**config.mk**
```make
export PLATFORM = sky130hd
export DESIGN_NAME = vic_ctrl
export DESIGN_NICKNAME = d
export VERILOG_FILES = /design/src/vic_pkg.sv /design/src/vic_ctrl.sv /design/src/vic_prio_enc.sv
export SDC_FILE = /design/constraint.sdc
export NUM_CORES = 1
export LEC_CHECK = 0
export ABC_AREA = 1
export ABC_CLOCK_PERIOD_IN_PS = 3130
export BUFFER_PORTS_ARGS = -buffer_cell sky130_fd_sc_hd__buf_2
export CORE_MARGIN = 1.5
export CORE_UTILIZATION = 30
export CTS_CLUSTER_DIAMETER = 50
export DETAILED_ROUTE_END_ITERATION = 8
export SLEW_MARGIN = 20
export SYNTH_ARGS = -nofsm -noshare
export SYNTH_HDL_FRONTEND = slang
export SYNTH_HIERARCHICAL = 1
export SYNTH_SLANG_ARGS = --single-unit
```
**constraint.sdc**
```tcl
create_clock -name pclk -period 3.13 [get_ports pclk]
set_input_delay 0.939 -clock pclk [delete_from_list [all_inputs] [get_ports pclk]]
set_output_delay 0.939 -clock pclk [all_outputs]
set_load 0.005 [all_outputs]
```
**src/vic_pkg.sv**
```systemverilog
// package: constants, register map and carrier types of the vectored interrupt controller
package vic_pkg;

  // source count and indices in default-priority order (index 0 is highest)
  localparam int NSRC = 10;
  localparam int SRC_WDT = 0;
  localparam int SRC_PIN0 = 1;
  localparam int SRC_PIN1 = 2;
  localparam int SRC_TM_EDGE0 = 3;
  localparam int SRC_TM_EDGE1 = 4;
  localparam int SRC_KEY = 5;
  localparam int SRC_SERIAL = 6;
  localparam int SRC_PWM0 = 7;
  localparam int SRC_PWM1 = 8;
  localparam int SRC_CONV = 9;

  // apb byte offsets
  localparam logic [7:0] OFS_REQ = 8'h00;
  localparam logic [7:0] OFS_MASK = 8'h04;
  localparam logic [7:0] OFS_PRIO = 8'h08;
  localparam logic [7:0] OFS_CTRL = 8'h0C;
  localparam logic [7:0] OFS_VEC = 8'h10;
  localparam logic [7:0] OFS_ISTAT = 8'h14;
  localparam logic [7:0] OFS_IMASK = 8'h18;

  // control register fields
  localparam int CTRL_IE = 0;
  localparam int CTRL_ISP = 1;
  localparam int CTRL_WDT_ITV = 2;
  localparam int CTRL_EDGE0_LO = 3;
  localparam int CTRL_EDGE1_LO = 5;
  localparam int CTRL_W = 7;

  // status event bits beyond the ten sources
  localparam int NEV = 12;
  localparam int EV_NMI = 10;
  localparam int EV_BRK = 11;

  // reset values
  localparam logic [NSRC-1:0] MASK_RST = 10'h3FF;
  localparam logic [NSRC-1:0] PRIO_RST = 10'h3FF;
  localparam logic [CTRL_W-1:0] CTRL_RST = 7'h2A;
  localparam logic [NEV-1:0] IMASK_RST = 12'h000;

  // vector table
  localparam logic [15:0] VEC_NMI = 16'h0004;
  localparam logic [15:0] VEC_MASK_BASE = 16'h0004;
  localparam logic [15:0] VEC_BRK = 16'h003E;

  typedef enum logic [1:0] {EDGE_NONE, EDGE_RISE, EDGE_FALL, EDGE_BOTH} vic_edge_e;
  typedef enum logic [1:0] {KIND_NONE, KIND_NMI, KIND_BRK, KIND_MASK} vic_kind_e;

  // one-cycle event pulses from on-chip peripherals
  typedef struct packed {
    logic watchdog_overflow_irq;
    logic remote_timer_edge0_irq;
    logic remote_timer_edge1_irq;
    logic key_scan_irq;
    logic serial_done_irq;
    logic pwm_timer0_match_irq;
    logic pwm_timer1_match_irq;
    logic conversion_done_irq;
  } vic_periph_s;

  // request towards the processor core
  typedef struct packed {
    logic valid;
    logic nmi;
    logic [15:0] vector;
  } vic_core_req_s;

endpackage : vic_pkg

```
**src/vic_ctrl.sv**
```systemverilog
// module: vectored interrupt controller with apb register file and core request port
//
// Overview of operation
// twelve sources: one non-maskable, ten maskable, one software break.
// watchdog overflow in watchdog mode raises non-maskable request, vector 0004H.
// watchdog overflow in interval mode raises maskable request, default priority 0.
// pin 0 edge requests priority 1 vector 0006H; pin 1 priority 2 0008H.
// remote timer edges request priorities 3 and 4, vectors 000AH and 000CH.
// key-scan timing requests priority 5, vector 000EH.
// serial transfer end requests priority 6, vector 0010H.
// first pwm timer match requests priority 7, vector 0012H.
// second pwm match priority 8 vector 0014H; conversion end priority 9 0016H.
// simultaneous maskable requests served by default priority, 0 highest, 9 lowest.
// per-source request, mask, priority flags; global enable and in-service flag gate.
// software break raises non-maskable request through break vector, ignoring masks.
//
// Decided for this implementation: the APB register port and the register addresses.
`timescale 1ns/1ns
`default_nettype none
module vic_ctrl
  import vic_pkg::*;
(
  input wire logic pclk, // system clock
  input wire logic presetn, // async reset, active low
  input wire logic psel, // apb select
  input wire logic penable, // apb access phase
  input wire logic pwrite, // apb write
  input wire logic [7:0] paddr, // apb byte address
  input wire logic [31:0] pwdata, // apb write data
  output logic [31:0] prdata, // apb read data
  output logic pready, // apb ready
  output logic pslverr, // apb error on unmapped address
  input wire logic ext_pin0, // external interrupt pin 0, asynchronous
  input wire logic ext_pin1, // external interrupt pin 1, asynchronous
  input wire vic_periph_s periph, // peripheral event pulses
  input wire logic software_break, // core executed the break instruction
  output vic_core_req_s core_req, // request to core
  input wire logic core_ack, // core takes the request
  input wire logic core_reti, // core returns from service
  output logic irq // level interrupt from status and mask
);

  logic [1:0] pin_s1_r;
  logic [1:0] pin_s2_r;
  logic [1:0] pin_d_r;
  logic [NSRC-1:0] req_r;
  logic [NSRC-1:0] req_nxt;
  logic [NSRC-1:0] mask_flag_r;
  logic [NSRC-1:0] mask_flag_nxt;
  logic [NSRC-1:0] priority_select_flag_r;
  logic [NSRC-1:0] priority_select_flag_nxt;
  logic [CTRL_W-1:0] ctrl_r;
  logic [CTRL_W-1:0] ctrl_nxt;
  logic [NEV-1:0] istat_r;
  logic [NEV-1:0] istat_nxt;
  logic [NEV-1:0] imask_r;
  logic [NEV-1:0] imask_nxt;
  logic nmi_pend_r;
  logic nmi_pend_nxt;
  logic brk_pend_r;
  logic brk_pend_nxt;
  vic_core_req_s req_out_r;
  vic_core_req_s req_out_nxt;
  vic_kind_e kind_r;
  vic_kind_e kind_nxt;
  logic [3:0] idx_r;
  logic [3:0] idx_nxt;
  logic [15:0] last_vec_r;
  logic [15:0] last_vec_nxt;
  logic [31:0] rdata_r;
  logic [31:0] rdata_nxt;
  logic [1:0] pin_edge;
  logic [NSRC-1:0] src_ev;
  logic nmi_ev;
  logic [NSRC-1:0] eligible;
  logic enc_found;
  logic [3:0] enc_idx;
  logic wr_acc;
  logic rd_setup;
  logic taken;
  logic global_irq_enable;
  logic in_service_priority;
  logic wdt_interval;

  // maps a source index to its vector, two bytes per table entry
  function automatic logic [15:0] vector_of(input logic [3:0] i);
    return VEC_MASK_BASE + {11'h000, i, 1'b0};
  endfunction : vector_of

  // edge selection shared by both external pins
  function automatic logic edge_hit(input logic [1:0] sel, input logic now, input logic prev);
    logic r;
    r = 1'b0;
    unique case (vic_edge_e'(sel))
      EDGE_NONE: r = 1'b0;
      EDGE_RISE: r = now & ~prev;
      EDGE_FALL: r = ~now & prev;
      EDGE_BOTH: r = now ^ prev;
    endcase
    return r;
  endfunction : edge_hit

  // address decode, used for both read and write
  function automatic logic addr_ok(input logic [7:0] a);
    return (a == OFS_REQ) || (a == OFS_MASK) || (a == OFS_PRIO) || (a == OFS_CTRL) ||
           (a == OFS_VEC) || (a == OFS_ISTAT) || (a == OFS_IMASK);
  endfunction : addr_ok

  assign global_irq_enable = ctrl_r[CTRL_IE];
  assign in_service_priority = ctrl_r[CTRL_ISP];
  assign wdt_interval = ctrl_r[CTRL_WDT_ITV];
  assign wr_acc = psel & penable & pwrite & addr_ok(paddr);
  assign rd_setup = psel & ~penable & ~pwrite;
  assign taken = core_ack & req_out_r.valid;

  // pins pass two flops before the edge detector; third stage keeps the previous level
  always_ff @(posedge pclk or negedge presetn) begin
    if (!presetn) begin
      pin_s1_r <= 2'h0;
      pin_s2_r <= 2'h0;
      pin_d_r <= 2'h0;
    end else begin
      pin_s1_r <= {ext_pin1, ext_pin0};
      pin_s2_r <= pin_s1_r;
      pin_d_r <= pin_s2_r;
    end
  end

  // edge detection for each external pin
  for (genvar p = 0; p < 2; p++) begin : g_pin
    assign pin_edge[p] = edge_hit(ctrl_r[CTRL_EDGE0_LO + 2*p +: 2], pin_s2_r[p], pin_d_r[p]);
  end

  // collect source events in default-priority order
  always_comb begin
    src_ev = '0;
    src_ev[SRC_WDT] = periph.watchdog_overflow_irq & wdt_interval;
    src_ev[SRC_PIN0] = pin_edge[0];
    src_ev[SRC_PIN1] = pin_edge[1];
    src_ev[SRC_TM_EDGE0] = periph.remote_timer_edge0_irq;
    src_ev[SRC_TM_EDGE1] = periph.remote_timer_edge1_irq;
    src_ev[SRC_KEY] = periph.key_scan_irq;
    src_ev[SRC_SERIAL] = periph.serial_done_irq;
    src_ev[SRC_PWM0] = periph.pwm_timer0_match_irq;
    src_ev[SRC_PWM1] = periph.pwm_timer1_match_irq;
    src_ev[SRC_CONV] = periph.conversion_done_irq;
    nmi_ev = periph.watchdog_overflow_irq & ~wdt_interval;
  end

  // mask, priority, global enable and in-service flag gate acceptance
  assign eligible = req_r & ~mask_flag_r & {NSRC{global_irq_enable}} &
                    (~priority_select_flag_r | {NSRC{in_service_priority}});

  vic_prio_enc u_enc (
    .eligible(eligible),
    .prio_low(priority_select_flag_r),
    .found(enc_found),
    .idx(enc_idx)
  );

  // flag next state; event sets are applied last so an event set beats a clear
  always_comb begin
    req_nxt = req_r;
    mask_flag_nxt = mask_flag_r;
    priority_select_flag_nxt = priority_select_flag_r;
    ctrl_nxt = ctrl_r;
    imask_nxt = imask_r;
    istat_nxt = istat_r;
    nmi_pend_nxt = nmi_pend_r;
    brk_pend_nxt = brk_pend_r;
    last_vec_nxt = last_vec_r;
    if (wr_acc) begin
      unique case (paddr)
        OFS_REQ: req_nxt = req_r & ~pwdata[NSRC-1:0];
        OFS_MASK: mask_flag_nxt = pwdata[NSRC-1:0];
        OFS_PRIO: priority_select_flag_nxt = pwdata[NSRC-1:0];
        OFS_CTRL: ctrl_nxt = pwdata[CTRL_W-1:0];
        OFS_ISTAT: istat_nxt = istat_r & ~pwdata[NEV-1:0];
        OFS_IMASK: imask_nxt = pwdata[NEV-1:0];
        default: ;
      endcase
    end
    // return from service reopens acceptance of all levels
    if (core_reti) begin
      ctrl_nxt[CTRL_IE] = 1'b1;
      ctrl_nxt[CTRL_ISP] = 1'b1;
    end
    // taking a request blocks further maskable ones until return
    if (taken) begin
      last_vec_nxt = req_out_r.vector;
      ctrl_nxt[CTRL_IE] = 1'b0;
      unique case (kind_r)
        KIND_NMI: nmi_pend_nxt = 1'b0;
        KIND_BRK: brk_pend_nxt = 1'b0;
        KIND_MASK: begin
          req_nxt[idx_r] = 1'b0;
          if (!priority_select_flag_r[idx_r]) begin
            ctrl_nxt[CTRL_ISP] = 1'b0;
          end
        end
        KIND_NONE: ;
      endcase
    end
    req_nxt = req_nxt | src_ev;
    nmi_pend_nxt = nmi_pend_nxt | nmi_ev;
    brk_pend_nxt = brk_pend_nxt | software_break;
    istat_nxt = istat_nxt | {software_break, nmi_ev, src_ev};
  end

  // non-maskable sources outrank the maskable pick; valid drops for the cycle after a take
  always_comb begin
    kind_nxt = KIND_NONE;
    idx_nxt = enc_idx;
    req_out_nxt.nmi = 1'b0;
    req_out_nxt.vector = vector_of(enc_idx);
    if (nmi_pend_r) begin
      kind_nxt = KIND_NMI;
      req_out_nxt.nmi = 1'b1;
      req_out_nxt.vector = VEC_NMI;
    end else if (brk_pend_r) begin
      kind_nxt = KIND_BRK;
      req_out_nxt.nmi = 1'b1;
      req_out_nxt.vector = VEC_BRK;
    end else if (enc_found) begin
      kind_nxt = KIND_MASK;
    end
    req_out_nxt.valid = (kind_nxt != KIND_NONE) && !taken;
  end

  // read data is captured in the setup phase so it stands through the access phase
  always_comb begin
    rdata_nxt = rdata_r;
    if (rd_setup) begin
      rdata_nxt = 32'h0000_0000;
      unique case (paddr)
        OFS_REQ: rdata_nxt[NSRC-1:0] = req_r;
        OFS_MASK: rdata_nxt[NSRC-1:0] = mask_flag_r;
        OFS_PRIO: rdata_nxt[NSRC-1:0] = priority_select_flag_r;
        OFS_CTRL: rdata_nxt[CTRL_W-1:0] = ctrl_r;
        OFS_VEC: rdata_nxt[15:0] = last_vec_r;
        OFS_ISTAT: rdata_nxt[NEV-1:0] = istat_r;
        OFS_IMASK: rdata_nxt[NEV-1:0] = imask_r;
        default: ;
      endcase
    end
  end

  // all state registers except the pin synchroniser; masks start closed and the enable starts off
  always_ff @(posedge pclk or negedge presetn) begin
    if (!presetn) begin
      req_r <= '0;
      mask_flag_r <= MASK_RST;
      priority_select_flag_r <= PRIO_RST;
      ctrl_r <= CTRL_RST;
      istat_r <= '0;
      imask_r <= IMASK_RST;
      nmi_pend_r <= 1'b0;
      brk_pend_r <= 1'b0;
      req_out_r <= '0;
      kind_r <= KIND_NONE;
      idx_r <= 4'h0;
      last_vec_r <= 16'h0000;
      rdata_r <= 32'h0000_0000;
    end else begin
      req_r <= req_nxt;
      mask_flag_r <= mask_flag_nxt;
      priority_select_flag_r <= priority_select_flag_nxt;
      ctrl_r <= ctrl_nxt;
      istat_r <= istat_nxt;
      imask_r <= imask_nxt;
      nmi_pend_r <= nmi_pend_nxt;
      brk_pend_r <= brk_pend_nxt;
      req_out_r <= req_out_nxt;
      kind_r <= kind_nxt;
      idx_r <= idx_nxt;
      last_vec_r <= last_vec_nxt;
      rdata_r <= rdata_nxt;
    end
  end

  // zero-wait slave; unmapped addresses answer with an error and zero data
  assign pready = 1'b1;
  assign pslverr = psel & penable & ~addr_ok(paddr);
  assign prdata = rdata_r;
  assign core_req = req_out_r;
  assign irq = |(istat_r & imask_r);

endmodule : vic_ctrl
`default_nettype wire

```
**src/vic_prio_enc.sv**
```systemverilog
// module: two-level fixed priority pick among eligible maskable requests
`timescale 1ns/1ns
`default_nettype none
module vic_prio_enc
  import vic_pkg::*;
(
  input wire logic [NSRC-1:0] eligible, // gated request flags
  input wire logic [NSRC-1:0] prio_low, // 1 marks a low-priority source
  output logic found, // some request eligible
  output logic [3:0] idx // chosen source index
);

  // lowest set index wins, so index 0 has the highest default priority
  function automatic logic [4:0] first_set(input logic [NSRC-1:0] v);
    logic [4:0] r;
    r = 5'h00;
    for (int i = NSRC - 1; i >= 0; i--) begin
      if (v[i]) begin
        r = {1'b1, 4'(i)};
      end
    end
    return r;
  endfunction : first_set

  logic [4:0] hi_pick;
  logic [4:0] lo_pick;

  // high group is served before low group, default order inside each
  always_comb begin
    hi_pick = first_set(eligible & ~prio_low);
    lo_pick = first_set(eligible & prio_low);
    found = hi_pick[4] | lo_pick[4];
    idx = hi_pick[4] ? hi_pick[3:0] : lo_pick[3:0];
  end

endmodule : vic_prio_enc
`default_nettype wire
```
==> impl_metrics.env <==
export IMPL_path_clk_slew_ns=0.06
export IMPL_ys_warn_count=6
export IMPL_grt_overflow_total=0
export IMPL_drt_iter0_drc=381
export IMPL_crit_path_start_kind="input port"
export IMPL_fin_skew_ns=0.00909
export IMPL_r2r_start="ctrl_r[1]"
export IMPL_fin_crit_sh_pct=93.3
export IMPL_antenna_found_initial=0
export IMPL_ctsHoldBuffers=0
export IMPL_drive_gt1_share_pct=20.7
export IMPL_rows=49
export IMPL_setup_tns_ns=0
export IMPL_maxSlewViolCount=0
export IMPL_worstSetupPathType="input port to output pin"
export IMPL_vias_per_cell=4.72
export IMPL_status="finished clean"
export IMPL_synth_compound_area_share_pct=15.3
export IMPL_drc=0
export IMPL_power_uw=2950
export IMPL_fin_cells=1016
export IMPL_nets=845
export IMPL_synth_xor_area_share_pct=0.158
export IMPL_max_slew_margin_pct=56.2
export IMPL_clk_latency_ns=0.35
export IMPL_ios=111
export IMPL_critPathCapture="pslverr"
export IMPL_final_antenna_net_count=0
export IMPL_cts_buffer_depth=2
export IMPL_synth_simple_area_share_pct=23.6
export IMPL_routedWlPerCell_microns=15.1
export IMPL_crit_start="paddr[1]"
export IMPL_postSynthCellCount=710
export IMPL_r2r_end="core_req[4]"
export IMPL_crit_arrival_ns=1.98
export IMPL_async_reset_ff_share_pct=100
export IMPL_start_util_pct=30.7
export IMPL_post_cts_buffers=0
export IMPL_synth_edff_count=0
export IMPL_rsz0062_at_grt="false"
export IMPL_syn_avg_cell_area_sq_um=7.80
export IMPL_power_leakage_uw=0.00333
export IMPL_hold_path_class="register to register"
export IMPL_ys_types=42
export IMPL_grt_max_degree=36
export IMPL_fmax_ghz=0.343
export IMPL_cts_sinks=99
export IMPL_grt_pass1_vias=4553
export IMPL_power_density_nw_per_um2=466
export IMPL_synth_seq_cells=99
export IMPL_cp_required_ns=2.19
export IMPL_num_vias=4796
export IMPL_die_area_sq_um=19300
export IMPL_dpl_cell_count=1000
export IMPL_ir_drop_v=0.000315
export IMPL_cts_root_buf="clkbuf_16"
export IMPL_hold_violations=0
export IMPL_port_buffers=58
export IMPL_rrSetupSlack_ns=0.27
export IMPL_finish_utilization_pct=35.2
export IMPL_routed_wl_microns=15300
export IMPL_grt_pass1_wl_microns=24600
export IMPL_grt_use_total_pct=16.4
export IMPL_syn_to_final_growth_pct=14.5
export IMPL_rr_worst_depth=16
export IMPL_synth_top_family_by_area="simple AND/OR/NAND/NOR gates"
export IMPL_synth_area_sq_um=5540
export IMPL_seq_area_frac_synth_pct=45.2
export IMPL_ys_flop_type="dfrtp_1"
export IMPL_first_pass_iters=5
export IMPL_fp_dieH_microns=139
export IMPL_place_congestion=0.836
export IMPL_drv_cap=0
export IMPL_regArea_sq_um=2510
export IMPL_cp_end_kind="output pin"
export IMPL_cts_tree="done"
export IMPL_die_x_microns=139
export IMPL_coreArea_sq_um=18000
export IMPL_crit_fanout=5
export IMPL_setup_viol=0
export IMPL_final_cell_mix="nand2_1 (206), inv_1 (99), dfrtp_1 (76), o21ai_0 (63), buf_2 (57)"
export IMPL_fillers=1923
export IMPL_htreeDepth=3
export IMPL_hpwl_microns=11800
export IMPL_worst_pin_slew_ns=0.653
export IMPL_finalCriticalPeriod_ns=2.92
export IMPL_diodes=0
export IMPL_final_common_cell="nand2_1"
export IMPL_multi_input_area_sq_um=2420
export IMPL_synth_area_mux_share_pct=1.02
export IMPL_cts_made_buffers=9
export IMPL_synth_fa_ha_area_share_pct=1.13
cell type report:
| cell class | count | share of cell area [%] |
|---|---|---|
| multi-input combinational | 489 | 38.2 |
| sequential | 99 | 39.5 |
| clock inverter | 2 | 0.197 |
| inverter | 101 | 5.98 |
| tap | 229 | 4.52 |
| clock buffer | 14 | 4.00 |
| timing repair buffer | 82 | 7.65 |
cell usage after synthesis, types with 6 or more instances:
| master | n | area [sq um] |
|---|---|---|
| a2111oi_0 | 10 | 87.6 |
| a21oi_1 | 27 | 135 |
| buf_2 | 8 | 40.0 |
| buf_4 | 33 | 248 |
| dfrtp_1 | 76 | 1900 |
| dfstp_2 | 23 | 604 |
| inv_1 | 99 | 372 |
| nand2_1 | 206 | 773 |
| nand2_2 | 6 | 37.5 |
| nand3_1 | 16 | 80.1 |
| nor2_1 | 41 | 154 |
| nor2_2 | 7 | 43.8 |
| nor3_1 | 9 | 45.0 |
| o21ai_0 | 63 | 315 |
| o21ai_2 | 10 | 87.6 |
| o22ai_1 | 10 | 62.6 |
through the flow:
stage	area, sq um	hold WS (ns)	setup slack (ns)
after floorplan	5650	0.331	0.461
after global placement	6060	0.332	0.251
after detailed placement	6060	0.336	0.199
after CTS	6330	0.350	0.178
after global routing	6340	0.360	0.0155
final	6340	0.347	0.211
repair_timing:
item                       in CTS  in global routing
setup endpoints to repair       0                  1
hold endpoints to repair        0                  0
gates resized for setup         0                  8
flip-flops by register name, summed over array words and instances (netlist names):
signal                  flops
imask_r                    12
istat_r                    12
prdata                     12
mask_flag_r                10
priority_select_flag_r     10
req_r                      10
core_req                    7
ctrl_r                      7
last_vec_r                  5
idx_r                       4
kind_r                      2
pin_d_r                     2
pin_s1_r                    2
pin_s2_r                    2
brk_pend_r                  1
nmi_pend_r                  1
worst min-delay path by stage:
stage,start,endpoint,slack [ns],cells past startpoint
after detailed placement,pin_s1_r[1],pin_s2_r[1],0.34,0
after floorplan,pin_s1_r[0],pin_s2_r[0],0.33,0
final,pin_s1_r[1],pin_s2_r[1],0.35,0
after global routing,pin_s1_r[1],pin_s2_r[1],0.36,0
after CTS,pin_s1_r[1],pin_s2_r[1],0.35,0
after global placement,pin_s1_r[1],pin_s2_r[1],0.33,0
layer usage:
metal  track usage (%)  vias up  wire, microns
li1                  -     2351              -
met1              22.6     2272           7210
met4              5.87        0            344
met3              3.94       20            885
met5                 0        -              0
met2              25.0      153           6850
critical path, cell delays in order:
cell and delay [ns]:
buf_2 0.11, nor2_2 0.18, nand2_2 0.15, nor2_4 0.21
nor2_2 0.07, nand3_2 0.14, nor3_1 0.06, buf_2 0.12
power breakdown:
group | switching (uW) | internal (uW) | total [uW]
combinational | 314 | 178 | 493
sequential | 58.6 | 1360 | 1420
clock | 479 | 561 | 1040
logic make-up (layout without fill, tap and decap cells):
kind of cell	count (synthesis)	count (layout)
buf+inv	152	199
simple gates	303	303
xor+xnor	1	1
fa+ha+maj	5	5
other cells	2	32
mux	5	5
compound gates	143	143
flops	99	99
No activity file was read; power rests on OpenSTA's default activity.
